--- config.mk ---
export PLATFORM = sky130hd
export DESIGN_NAME = dac_input_and_power_control
export DESIGN_NICKNAME = d
export VERILOG_FILES = /design/src/core/dac_ctrl_pkg.sv /design/src/core/ctrl_sync_if.sv /design/src/core/dac_input_and_power_control.sv /design/src/core/ctrl_sync.sv
export SDC_FILE = /design/constraint.sdc
export NUM_CORES = 1
export LEC_CHECK = 0
export ABC_AREA = 1
export BUFFER_PORTS_ARGS = -buffer_cell sky130_fd_sc_hd__buf_2
export CORE_MARGIN = 4
export CORE_UTILIZATION = 35
export DETAILED_ROUTE_END_ITERATION = 10
export MAX_ROUTING_LAYER = met4
export PLACE_DENSITY = 0.61
export SKIP_LAST_GASP = 1
export SLEW_MARGIN = 20
export SYNTH_ARGS = -nofsm -noshare
export SYNTH_HDL_FRONTEND = slang
export SYNTH_SLANG_ARGS = --single-unit
--- constraint.sdc ---
create_clock -name clk_i -period 1.9 [get_ports clk_i]
set_clock_uncertainty 0.15 [all_clocks]
set_input_delay 0.095 -clock clk_i [delete_from_list [all_inputs] [get_ports clk_i]]
set_output_delay 0.095 -clock clk_i [all_outputs]
set_load 0.005 [all_outputs]
--- src/core/dac_ctrl_pkg.sv ---
// Purpose: Shared constants and types for the converter input and power control.
// Assumes: A single 50 MHz system clock; sample edges arrive as enable pulses.
// Notes:   Times are kept in their own unit; cycle counts are derived from them.
package dac_ctrl_pkg;

  // ---------------------------------------------------------------------------
  // Widths and timing
  // ---------------------------------------------------------------------------
  localparam int          WORD_W            = 10;
  localparam int          CTRL_W            = 3;
  localparam int          CLK_PERIOD_NS     = 20;
  localparam int          SAMPLE_PERIOD_NS  = 25;   // 40 MHz fastest sample clock.
  localparam int          SETTLE_TIME_US    = 50;
  localparam logic [11:0] SETTLE_CYCLES     =
    12'((SETTLE_TIME_US * 1000 + CLK_PERIOD_NS - 1) / CLK_PERIOD_NS);
  localparam logic [1:0]  SAMPLE_GAP_CYCLES =
    2'((SAMPLE_PERIOD_NS + CLK_PERIOD_NS - 1) / CLK_PERIOD_NS);

  // ---------------------------------------------------------------------------
  // Reset values and control bit positions
  // ---------------------------------------------------------------------------
  localparam logic [WORD_W-1:0] CODE_RESET    = 10'h000;
  localparam int                CTRL_PWR_DOWN = 0;
  localparam int                CTRL_EN       = 1;
  localparam int                CTRL_REFN     = 2;
  localparam logic [CTRL_W-1:0] CTRL_RESET    = 3'h5;  // Shutdown, external reference.

  typedef enum logic [1:0] {
    MODE_ACTIVE,
    MODE_STANDBY,
    MODE_SHUTDOWN
  } power_mode_t;

endpackage : dac_ctrl_pkg

--- src/core/ctrl_sync_if.sv ---
// Purpose: Carries the static control pins into and out of the synchroniser.
// Assumes: Raw bits come from pins outside the clock domain.
// Notes:   Only the synchronised copy may be read by block logic.
`timescale 1ns/1ps
interface ctrl_sync_if;
  import dac_ctrl_pkg::*;
  logic [CTRL_W-1:0] raw;
  logic [CTRL_W-1:0] synced;
  modport sync_side (input raw, output synced);
  modport user_side (output raw, input synced);
endinterface : ctrl_sync_if

--- src/core/dac_input_and_power_control.sv ---
// Purpose: Sample capture pipeline and power mode control of a 10-bit converter.
// Assumes: Sample edges are one-cycle enables from logic on clk_i.
// Notes:   Control pins are synchronised; analog effects are shown as enables.
// Behaviour
// - Each accepted sample edge captures the 10-bit word.
// - Next sample edge moves latch into converter register, only once active and settled.
// - Sample edges no faster than 40 MHz.
// - Both controls low: standby, current array off.
// - Power-down high: shutdown, reference, amplifier, array off.
// - Return from shutdown settles after about 50 us.
// - Wake-up resumes the last output value.
// - Reference enable low: internal reference drives pin.
// - Reference enable high: internal reference disabled.
`timescale 1ns/1ps
module dac_input_and_power_control (
  input  wire logic                        clk_i,
  input  wire logic                        rst_n_i,
  input  wire logic                        sample_strobe_i,
  input  wire logic [dac_ctrl_pkg::WORD_W-1:0] sample_word_i,
  input  wire logic                        power_down_select_i,
  input  wire logic                        converter_enable_i,
  input  wire logic                        reference_enable_n_i,
  output logic [dac_ctrl_pkg::WORD_W-1:0]  converter_code_o,
  output logic                             current_array_on_o,
  output logic                             control_amp_on_o,
  output logic                             internal_ref_on_o,
  output logic                             reference_pin_drive_o,
  output logic                             output_float_o,
  output logic                             output_ground_o,
  output logic                             output_settled_o,
  output logic                             rate_error_o
);
  import dac_ctrl_pkg::*;

  // ---------------------------------------------------------------------------
  // State
  // ---------------------------------------------------------------------------
  typedef struct packed {
    power_mode_t       mode;
    logic [11:0]       settle_cnt;
    logic [1:0]        gap_cnt;
    logic [WORD_W-1:0] input_latch;
    logic [WORD_W-1:0] conv_reg;
    logic              array_on;
    logic              amp_on;
    logic              int_ref;
    logic              ref_drive;
    logic              idle_out;
    logic              settled;
    logic              rate_err;
  } ctrl_state_t;

  ctrl_state_t r;
  ctrl_state_t next_r;
  ctrl_sync_if sync_bus ();
  power_mode_t want_mode;
  logic        accept;

  assign sync_bus.raw = {reference_enable_n_i, converter_enable_i, power_down_select_i};

  ctrl_sync u_sync (
    .clk_i   (clk_i),
    .rst_n_i (rst_n_i),
    .port    (sync_bus.sync_side)
  );

  // ---------------------------------------------------------------------------
  // Next state
  // ---------------------------------------------------------------------------
  // Power-down wins over enable, so a stuck enable cannot block shutdown.
  always_comb begin
    next_r = r;
    if (sync_bus.synced[CTRL_PWR_DOWN]) begin
      want_mode = MODE_SHUTDOWN;
    end else if (!sync_bus.synced[CTRL_EN]) begin
      want_mode = MODE_STANDBY;
    end else begin
      want_mode = MODE_ACTIVE;
    end
    // Edges closer than the fastest sample period are dropped and flagged.
    accept          = sample_strobe_i && (r.gap_cnt == 2'h0);
    next_r.rate_err = sample_strobe_i && (r.gap_cnt != 2'h0);
    if (r.gap_cnt != 2'h0) begin
      next_r.gap_cnt = r.gap_cnt - 2'h1;
    end
    if (accept) begin
      next_r.gap_cnt     = SAMPLE_GAP_CYCLES - 2'h1;
      next_r.input_latch = sample_word_i;
      // The register only moves once the array has settled, so wake-up shows the
      // value held before power-down rather than a stale latch.
      if (r.mode == MODE_ACTIVE && r.settled) begin
        next_r.conv_reg = r.input_latch;
      end
    end
    next_r.mode = want_mode;
    if (want_mode == MODE_ACTIVE && r.mode != MODE_ACTIVE) begin
      next_r.settle_cnt = SETTLE_CYCLES;
    end else if (r.settle_cnt != 12'h000) begin
      next_r.settle_cnt = r.settle_cnt - 12'h001;
    end
    next_r.settled   = (want_mode == MODE_ACTIVE) && (r.mode == MODE_ACTIVE)
                       && (r.settle_cnt == 12'h000);
    next_r.array_on  = (want_mode == MODE_ACTIVE);
    next_r.amp_on    = (want_mode != MODE_SHUTDOWN);
    next_r.int_ref   = (want_mode != MODE_SHUTDOWN)
                       && !sync_bus.synced[CTRL_REFN];
    next_r.ref_drive = next_r.int_ref;
    next_r.idle_out  = (want_mode != MODE_ACTIVE);
  end

  // ---------------------------------------------------------------------------
  // Registers
  // ---------------------------------------------------------------------------
  // Reset lands in shutdown with everything off and a zero code.
  always_ff @(posedge clk_i or negedge rst_n_i) begin
    if (!rst_n_i) begin
      r <= '{mode: MODE_SHUTDOWN, settle_cnt: 12'h000, gap_cnt: 2'h0,
             input_latch: CODE_RESET, conv_reg: CODE_RESET, array_on: 1'b0,
             amp_on: 1'b0, int_ref: 1'b0, ref_drive: 1'b0, idle_out: 1'b1,
             settled: 1'b0, rate_err: 1'b0};
    end else begin
      r <= next_r;
    end
  end

  // Outputs come straight from the state register.
  assign converter_code_o      = r.conv_reg;
  assign current_array_on_o    = r.array_on;
  assign control_amp_on_o      = r.amp_on;
  assign internal_ref_on_o     = r.int_ref;
  assign reference_pin_drive_o = r.ref_drive;
  assign output_float_o        = r.idle_out;
  assign output_ground_o       = r.idle_out;
  assign output_settled_o      = r.settled;
  assign rate_error_o          = r.rate_err;
endmodule : dac_input_and_power_control

--- src/core/ctrl_sync.sv ---
// Purpose: Two flip-flop synchroniser for the static control pins.
// Assumes: Pins change rarely compared to the clock.
// Notes:   The first stage feeds only the second stage.
`timescale 1ns/1ps
module ctrl_sync (
  input  wire logic   clk_i,
  input  wire logic   rst_n_i,
  ctrl_sync_if.sync_side port
);
  import dac_ctrl_pkg::*;

  typedef struct packed {
    logic [CTRL_W-1:0] s1;
    logic [CTRL_W-1:0] s2;
  } sync_state_t;

  sync_state_t r;
  sync_state_t next_r;

  // Shift the raw pins through two stages.
  always_comb begin
    next_r    = r;
    next_r.s1 = port.raw;
    next_r.s2 = r.s1;
  end

  // Reset to shutdown with the external reference, the lowest power state.
  always_ff @(posedge clk_i or negedge rst_n_i) begin
    if (!rst_n_i) begin
      r <= {CTRL_RESET, CTRL_RESET};
    end else begin
      r <= next_r;
    end
  end

  assign port.synced = r.s2;

endmodule : ctrl_sync

==> results.toml, run 1 <==
[cts]
cts.repair.resized = 0
clk_latency_ns = 0.30
clock_path_buffers = 2
postCtsSetupBuffers = 0
ctsHoldBuffers = 15
cts.sinks = 48
root_buffer = "clkbuf_8"
tritoncts = "built"
clk_pin_slew_ns = 0.08
numCtsBuffers = 5
cts.htree.levels = 2

[global_routing]
met3_usage_pct = 3.34
grt_max_degree = 49
grt_pass1_wl_um = 6040
grt_usage_pct = 11.0
grt-ovfl-total = 0
grt_use_met2_pct = 16.5
grt-busiest-layer = "met2"
antenna_found_initial = 0
grt_use_met1_pct = 13.5
grt_pass1_vias = 1343

[routing]
drcViolationCount = 0
ant_nets = 0
wl_um = 3560
drt_iter0_drc = 77
avgRoutedWirePerCell_um = 10.7
vias_per_cell = 4.34
first_pass_iters = 5
vias = 1445

[worst_setup_path]
endpoint_kind = "register"
cp_common_cell = "nand2_1"
worstSetupPathType = "reg2reg"
max_stage_delay_ns = 0.38
arrival_ns = 1.60
path_cells = "inv_1, ha_1, inv_1, nor2_1, nand3_1, nand2_1, nand2_1, nand2_1, nor2_1"
crit_fanout = 5
required_ns = 1.94
critPathTopFamily = "simple AND/OR/NAND/NOR gates"
worstSetupStartpointType = "register"
cpMaxStageDelayCell = "dfrtp_1"
critPathBufInv = 2

[logic_synthesis]
synth_mux_area_share_pct = 0
synthMostInstantiatedCell = "nand2_1"
synthXorXnorAreaFrac_pct = 0.425
synth_commonest_cells = "nand2_1, dfrtp_1, inv_1"
syn_nets = 237
synth-compound-area-share_pct = 6.62
synth_area_leader_cell = "dfrtp_1"
async_flop_share_pct = 100
ys_ff_latch = 48
synth-main-ff-cell = "dfrtp_1"
synth_edf_count = 0
synth_fa_ha_area_share_pct = 1.21
synth-simple-area-share_pct = 21.2
synth_cell_type_count = 26
seq_area_frac_synth_pct = 58.7
syn_avg_cell_area_um2 = 9.41
synth_top_cells_by_area = "dfrtp_1, nand2_1, dfstp_2"
syn-cell-area_um2 = 2060
synth_warnings = 0
yosys.area.top_type_share_pct = 51.0
synth_top_family_by_area = "simple AND/OR/NAND/NOR gates"
syn_inst = 219

[timing]
maxSlewViolCount = 0
clock.fmax_mhz = 641
rsz0062_at_grt = "false"
setup_viol = 0
fin_crit_sh_pct = 82.1
worstMarginPinSlew_ns = 0.587
finalHoldViolations = 0
tns_ns = 0
whs_ns = 0.202
max_slew_margin_pct = 60.9
fin_crit_ns = 1.56

[layout]
final_util_pct = 44.0
drive_gt1_share_pct = 24.5
n_antenna_cell = 0
area_growth_syn_to_layout_pct = 19.6
finalNetCount = 278
finish.instance_area_um2 = 2460

[floorplanning]
io_pins = 34
rows = 27
chipWidth_um = 84.7
fp.dieH_um = 84.7
coreArea_um2 = 5610
die-area_um2 = 7180
initial_utilization_pct = 36.7

[placement]
routabilityCongestion = 0.810
hpwl_um = 2430
placed_area_um2 = 2220
port_buffers = 33

[power]
vdd_drop_max_v = 0.000451
powerDensity_nw_per_um2 = 1020
p_leak_nw = 1.25
power.total_mw = 2.51

[min_path]
hold_path_class = "reg2reg"

[outcome]
outcome = "finished clean"

[flow_run]
max-cap-violations = 0
-- per-stage QoR --
stage,cells,setup slack (ns)
4_1_cts,333,0.329
3_3_place_gp,310,0.375
6_report,333,0.339
2_1_floorplan,219,0.472
3_5_place_dp,310,0.339
5_1_grt,333,0.193
-- registers in the layout, summed over array words and instances (netlist names) --
register and count:
output_float_o 1, r 26, output_settled_o 1, u_sync.port.synced 3, reference_pin_drive_o 1, u_sync.next_r 3
current_array_on_o 1, control_amp_on_o 1, converter_code_o 10, rate_error_o 1
-- worst register-to-register path: stages (launching register included) --
cell	delay, ns
dfrtp_1	0.38
inv_1	0.11
ha_1	0.21
inv_1	0.05
nor2_1	0.24
nand3_1	0.12
nand2_1	0.07
nand2_1	0.04
nand2_1	0.05
nor2_1	0.04
-- final cells by class --
class                           count  area [um^2]
Fill cell                         556         3140
Sequential cell                    48         1210
Multi-Input combinational cell    120          607
Timing Repair Buffer               51          338
Inverter                           34          128
Tap cell                           72         90.1
Clock buffer                        7         86.3
Clock inverter                      1         7.51
-- report_power, final --
| group | switching (mW) | internal (mW) |
|---|---|---|
| Clock | 0.324 | 0.296 |
| Sequential | 0.112 | 1.23 |
| Combinational | 0.332 | 0.224 |
| Total | 0.767 | 1.75 |
-- worst paths after layout --
kind                                  startpoint               endpoint  slack (ns)  depth (start not counted)
worst max register to register             r[29]                  r[39]        0.34                          9
worst min register to register  u_sync.next_r[1]  u_sync.port.synced[1]        0.20                          0
worst max-delay path                       r[29]                  r[39]        0.34                          9
min in group asynchronous                rst_n_i                  r[22]        0.27                          3
worst min-delay path            u_sync.next_r[1]  u_sync.port.synced[1]        0.20                          0
max in group asynchronous                rst_n_i                  r[31]        0.93                          3
-- routing by layer --
layer | vias up | wire length, um
li1 | 746 | -
met1 | 657 | 1670
met2 | 36 | 1610
met3 | 6 | 213
met4 | 0 | 74
met5 | - | 0
-- cells in the final DEF (no fill, tap or decap) --
master         Yosys  final
nand2_1           43     43
o21ai_0           11     11
dfstp_2            6      6
nand3_4            1      1
clkbuf_8           0      6
nand4_1            4      4
buf_4             12      3
a21oi_2            1      1
nand3_1           13     13
nand2_2            2      2
clkbuf_1           3      1
dfrtp_1           42     42
nand3b_1           1      1
nor3_2             1      1
ha_1               2      2
inv_1             32     32
clkinvlp_4         0      1
a21o_1             1      1
xor2_1             1      1
nor2_1            18     18
or2_2              1      1
dlygate4sd3_1      0     15
a21oi_1            3      3
o21ai_1           10     10
inv_2              2      2
nor2_4             4      4
nor2_2             3      3
buf_2              1     33
-- kinds of logic after synthesis --
group	after synthesis
AND/OR/NAND/NOR	91
XOR/XNOR	1
flip-flops	48
adder cells (fa/ha/maj)	2
AO/OA/AOI/OAI	26
buffers and inverters	51
Power figures use the tool's default switching activity.
==> run 2: changes to the inputs <==
==> constraint.sdc (replaced) <==
create_clock -name clk_i -period 1.62 [get_ports clk_i]
set_clock_uncertainty 0.15 [all_clocks]
set_input_delay 0.081 -clock clk_i [delete_from_list [all_inputs] [get_ports clk_i]]
set_output_delay 0.081 -clock clk_i [all_outputs]
set_load 0.005 [all_outputs]
==> run 2 against run 1 <==
Final area increased by 2.1%. Fmax increased by 5.0%. First-iteration DRC count decreased by 5.2%. Wire length increased by 1.5%. Global-route usage increased by 0.67 points. Clock power increased by 16%. Sequential share of layout area decreased by 1.0 points. Sequential power increased by 18%. Critical path type unchanged.
==> results.toml, run 2 (synthesis gave the netlist of run 1 again) <==
[outcome]
outcome = "finished clean"

[placement]
hpwl_um = 2470
port_buffers = 33
routabilityCongestion = 0.782
dp_cells = 311

[timing]
fin_crit_sh_pct = 91.7
finalHoldViolations = 0
clock.fmax_mhz = 673
rsz0062_at_grt = "false"
maxSlewViolCount = 0
setup_viol = 0
max_slew_margin_pct = 83.3
tns_ns = 0
worstMarginPinSlew_ns = 0.250
fin_crit_ns = 1.49

[worst_setup_path]
worstSetupStartpointType = "register"
crit_fanout = 6
arrival_ns = 1.52
endpoint_kind = "register"
path_cells = "inv_2, ha_1, nand2_1, nor2_4, nand3_4, buf_4, a21oi_2, inv_1"
r2r_cells = 8
required_ns = 1.66
max_stage_delay_ns = 0.39
cpMaxStageDelayCell = "dfrtp_1"
worstSetupPathType = "reg2reg"

[min_path]
hold_path_class = "in2async"

[global_routing]
antenna_found_initial = 0
grt-ovfl-total = 0
grt_pass1_vias = 1452
grt_pass1_wl_um = 6500
grt_usage_pct = 11.6
grt_max_degree = 49

[layout]
final_util_pct = 44.9
area_growth_syn_to_layout_pct = 22.2
n_antenna_cell = 0
drive_gt1_share_pct = 27.1
final_common_cell = "nand2_1"
final_cell_mix = "nand2_1, dfrtp_1, buf_2"
largest_reg_flops = 26
finalNetCount = 283
top_register = "r"
instances_no_fill = 338

[cts]
clk_latency_ns = 0.29
root_buffer = "clkbuf_8"
cts.sinks = 48
tritoncts = "built"
numCtsBuffers = 5
clk_pin_slew_ns = 0.08
cts.htree.levels = 2
clock_path_buffers = 2

[routing]
avgRoutedWirePerCell_um = 10.7
vias = 1464
wl_um = 3610
drt_iter0_drc = 73
ant_nets = 0
first_pass_iters = 5
vias_per_cell = 4.33
drcViolationCount = 0

[power]
p_int_mw = 2.05
comb_power_share_pct = 22.7
power_frac_seq_pct = 53.0
p_clk_share_pct = 24.3
power_switching_uw = 915
power.total_mw = 2.97
vdd_drop_max_v = 0.000578
p_leak_nw = 1.28
powerDensity_nw_per_um2 = 1180
switching_share_pct = 30.8

[floorplanning]
coreArea_um2 = 5610
io_pins = 34
die-area_um2 = 7180
rows = 27
chipWidth_um = 84.7
initial_utilization_pct = 36.7
fp.dieH_um = 84.7

[flow_run]
max-cap-violations = 0
-- run 2: worst max-delay path, delay by kind of cell, from the launching register on --
kind	cells	cell delay [ns]
flops	1	0.39
simple gates	3	0.32
buf+inv	3	0.29
fa+ha+maj	1	0.14
compound gates	1	0.10
-- run 2: power by group through the flow --
stage / combinational [mW] / sequential [mW] / clock (mW)
detailed placement: 0.652 / 1.60 / 0
finish: 0.674 / 1.58 / 0.721
CTS: 0.683 / 1.57 / 0.760
global placement: 0.635 / 1.59 / 0
global route: 0.793 / 1.61 / 0.821
floorplan: 0.481 / 1.57 / 0
-- run 2: final timing paths --
path / from / end / slack (ns)
max: r[29] / r[31] / 0.13
min: rst_n_i / converter_code_o[5] / 0.14
max reg2reg: r[29] / r[31] / 0.13
min reg2reg: u_sync.next_r[0] / u_sync.port.synced[0] / 0.21
max in group asynchronous: rst_n_i / u_sync.next_r[0] / 0.90
min in group clk_i: u_sync.next_r[0] / u_sync.port.synced[0] / 0.21
-- run 2: area by class of cell --
type	instances	area (um^2)
clock buffer	7	86.3
clock inverter	1	7.51
fill	574	3090
inverter	34	128
multi-input combinational	120	609
sequential	48	1210
tap	72	90.1
timing repair buffer	56	388
-- run 2: per-layer routing --
metal | track usage (%) | share of wire (%) | vias up
met4 | 4.32 | 1.7 | 0
met1 | 14.0 | 46 | 665
met3 | 3.83 | 6.7 | 5
met5 | - | 0 | -
met2 | 18.2 | 46 | 37
li1 | - | - | 757
-- run 2: what timing repair did --
| item | in CTS | in global routing |
|---|---|---|
| gates resized for setup | 0 | 5 |
| setup endpoints to repair | 0 | 7 |
| buffers inserted | 0 | 4 |
| hold buffers | 15 | 0 |
| endpoints found under the hold margin | 63 | 0 |
-- run 2: through the flow --
step	hold slack, ns	cell area, um^2	setup WS [ns]
after floorplan	-0.365	2060	0.192
after global placement	-0.0630	2240	0.0927
after detailed placement	-0.0635	2240	0.0629
after CTS	0.148	2480	0.0567
after global routing	0.166	2520	0.0159
final	0.143	2520	0.134
==> run 3: changes to the inputs <==
--- a/config.mk
+++ b/config.mk
@@ -12,6 +12,7 @@
 export DETAILED_ROUTE_END_ITERATION = 10
 export MAX_ROUTING_LAYER = met4
 export PLACE_DENSITY = 0.61
+export REMOVE_ABC_BUFFERS = 1
 export SKIP_LAST_GASP = 1
 export SLEW_MARGIN = 20
 export SYNTH_ARGS = -nofsm -noshare
==> run 3 against run 2 <==
Final cell count down 0.59%. Non-clock buffer count down 2. Global-route usage up 0.21 points. Sequential share of layout area down 0.87 points. Sequential power about the same. Final area up 1.8%. Clock power up 43%. Power up 11%. Worst setup slack worse by 0.028 ns. Count of clock-buffer cells in the layout down 2. Wire length up 2.8%. Utilization up 0.83 points.
==> results.toml, run 3 (synthesis gave the netlist of run 1 again) <==
[routing]
drt_iter0_drc = 54
avgRoutedWirePerCell_um = 11.1
wl_um = 3720
vias_per_cell = 4.45
first_pass_iters = 4
drcViolationCount = 0
vias = 1495
ant_nets = 0

[timing]
clock.fmax_mhz = 660
tns_ns = 0
fin_crit_ns = 1.51
rsz0062_at_grt = "false"
setup_viol = 0
worstMarginPinSlew_ns = 0.492
max_slew_margin_pct = 67.2
whs_ns = 0.121
fin_crit_sh_pct = 93.5
finalHoldViolations = 0
maxSlewViolCount = 0
timing.final.ws_setup_ns = 0.106

[placement]
routabilityCongestion = 0.884
dp_cells = 311
hpwl_um = 2560
placed_area_um2 = 2240
pre_cts_slack_ns = 0.0606
port_buffers = 33

[floorplanning]
coreArea_um2 = 5610
fp.dieH_um = 84.7
die-area_um2 = 7180
chipWidth_um = 84.7
io_pins = 34
rows = 27
initial_utilization_pct = 36.7

[power]
vdd_drop_max_v = 0.000626
power.total_mw = 3.28
p_leak_nw = 1.30
powerDensity_nw_per_um2 = 1280

[layout]
fill_cells = 554
top_register = "r"
largest_reg_flops = 26
ff_latch_area_um2 = 1210
area_growth_syn_to_layout_pct = 24.4
instances_no_fill = 336
multi_input_comb_area_um2 = 614
drive_gt1_share_pct = 26.5
finalNetCount = 281
final_common_cell = "nand2_1"
n_antenna_cell = 0
final_cell_mix = "nand2_1, dfrtp_1, buf_2"
finish.instance_area_um2 = 2560
final_util_pct = 45.7

[worst_setup_path]
worstSetupPathType = "reg2reg"
worstSetupStartpointType = "register"
arrival_ns = 1.56
required_ns = 1.67
crit_fanout = 6
endpoint_kind = "register"

[global_routing]
grt_usage_pct = 11.8
antenna_found_initial = 0
grt-ovfl-total = 0
grt_pass1_vias = 1464
grt_pass1_wl_um = 6670
grt_max_degree = 28

[min_path]
hold_path_class = "in2async"

[flow_run]
max-cap-violations = 0

[cts]
clock_path_buffers = 2
tritoncts = "built"
cts.sinks = 48
clk_pin_slew_ns = 0.09
cts.htree.levels = 2
clk_latency_ns = 0.30
numCtsBuffers = 5
root_buffer = "clkbuf_8"

[outcome]
outcome = "finished clean"
## run 3: cell types whose count changed in the layout (fill, tap and decap cells not counted), sizes merged
cell | previous run | this run
inv | 34 | 35
clkbuf | 7 | 5
buf | 41 | 39
clkinvlp | 1 | 0
bufinv | 0 | 2
## run 3: cell type report
cell class / instances / area share [%]
sequential: 48 / 47.1
multi-input combinational: 120 / 24.0
timing repair buffer: 54 / 15.0
inverter: 34 / 4.98
tap: 72 / 3.51
clock buffer: 5 / 2.68
clock inverter: 3 / 2.68
## run 3: final timing paths
| check | from | end | slack [ns] | depth (start not counted) |
|---|---|---|---|---|
| max | r[30] | r[31] | 0.11 | 8 |
| min in group clk_i | u_sync.next_r[1] | u_sync.port.synced[1] | 0.21 | 0 |
| max in group asynchronous | rst_n_i | r[37] | 0.68 | 3 |
| max reg2reg | r[30] | r[31] | 0.11 | 8 |
| min reg2reg | u_sync.next_r[1] | u_sync.port.synced[1] | 0.21 | 0 |
| min | rst_n_i | r[27] | 0.12 | 2 |
## run 3: layer usage
layer / global-route usage (%) / up-vias / routed length [um]
li1: - / 756 / -
met1: 14.8 / 708 / 1670
met2: 18.8 / 27 / 1840
met3: 2.94 / 4 / 164
met4: 3.88 / 0 / 39
met5: - / - / 0
## run 3: repair_timing
item	CTS	global route
endpoints found under the setup margin	0	7
resized for setup	0	3
hold endpoints to repair	63	0
setup buffers	0	2
hold buffers	15	0
## run 3: worst max-delay path, cell delays in order (launching register included)
cell and delay [ns]:
dfrtp_1 0.39, inv_1 0.09, ha_1 0.14, nand2_1 0.08
nor2_4 0.13, nand3_4 0.12, buf_12 0.16, a21oi_2 0.10
inv_1 0.04
## run 3: report_power, final
group / total [mW] / internal, mW / switching (mW)
combinational: 0.680 / 0.272 / 0.408
sequential: 1.57 / 1.44 / 0.136
clock: 1.03 / 0.621 / 0.407
total: 3.28 / 2.33 / 0.952
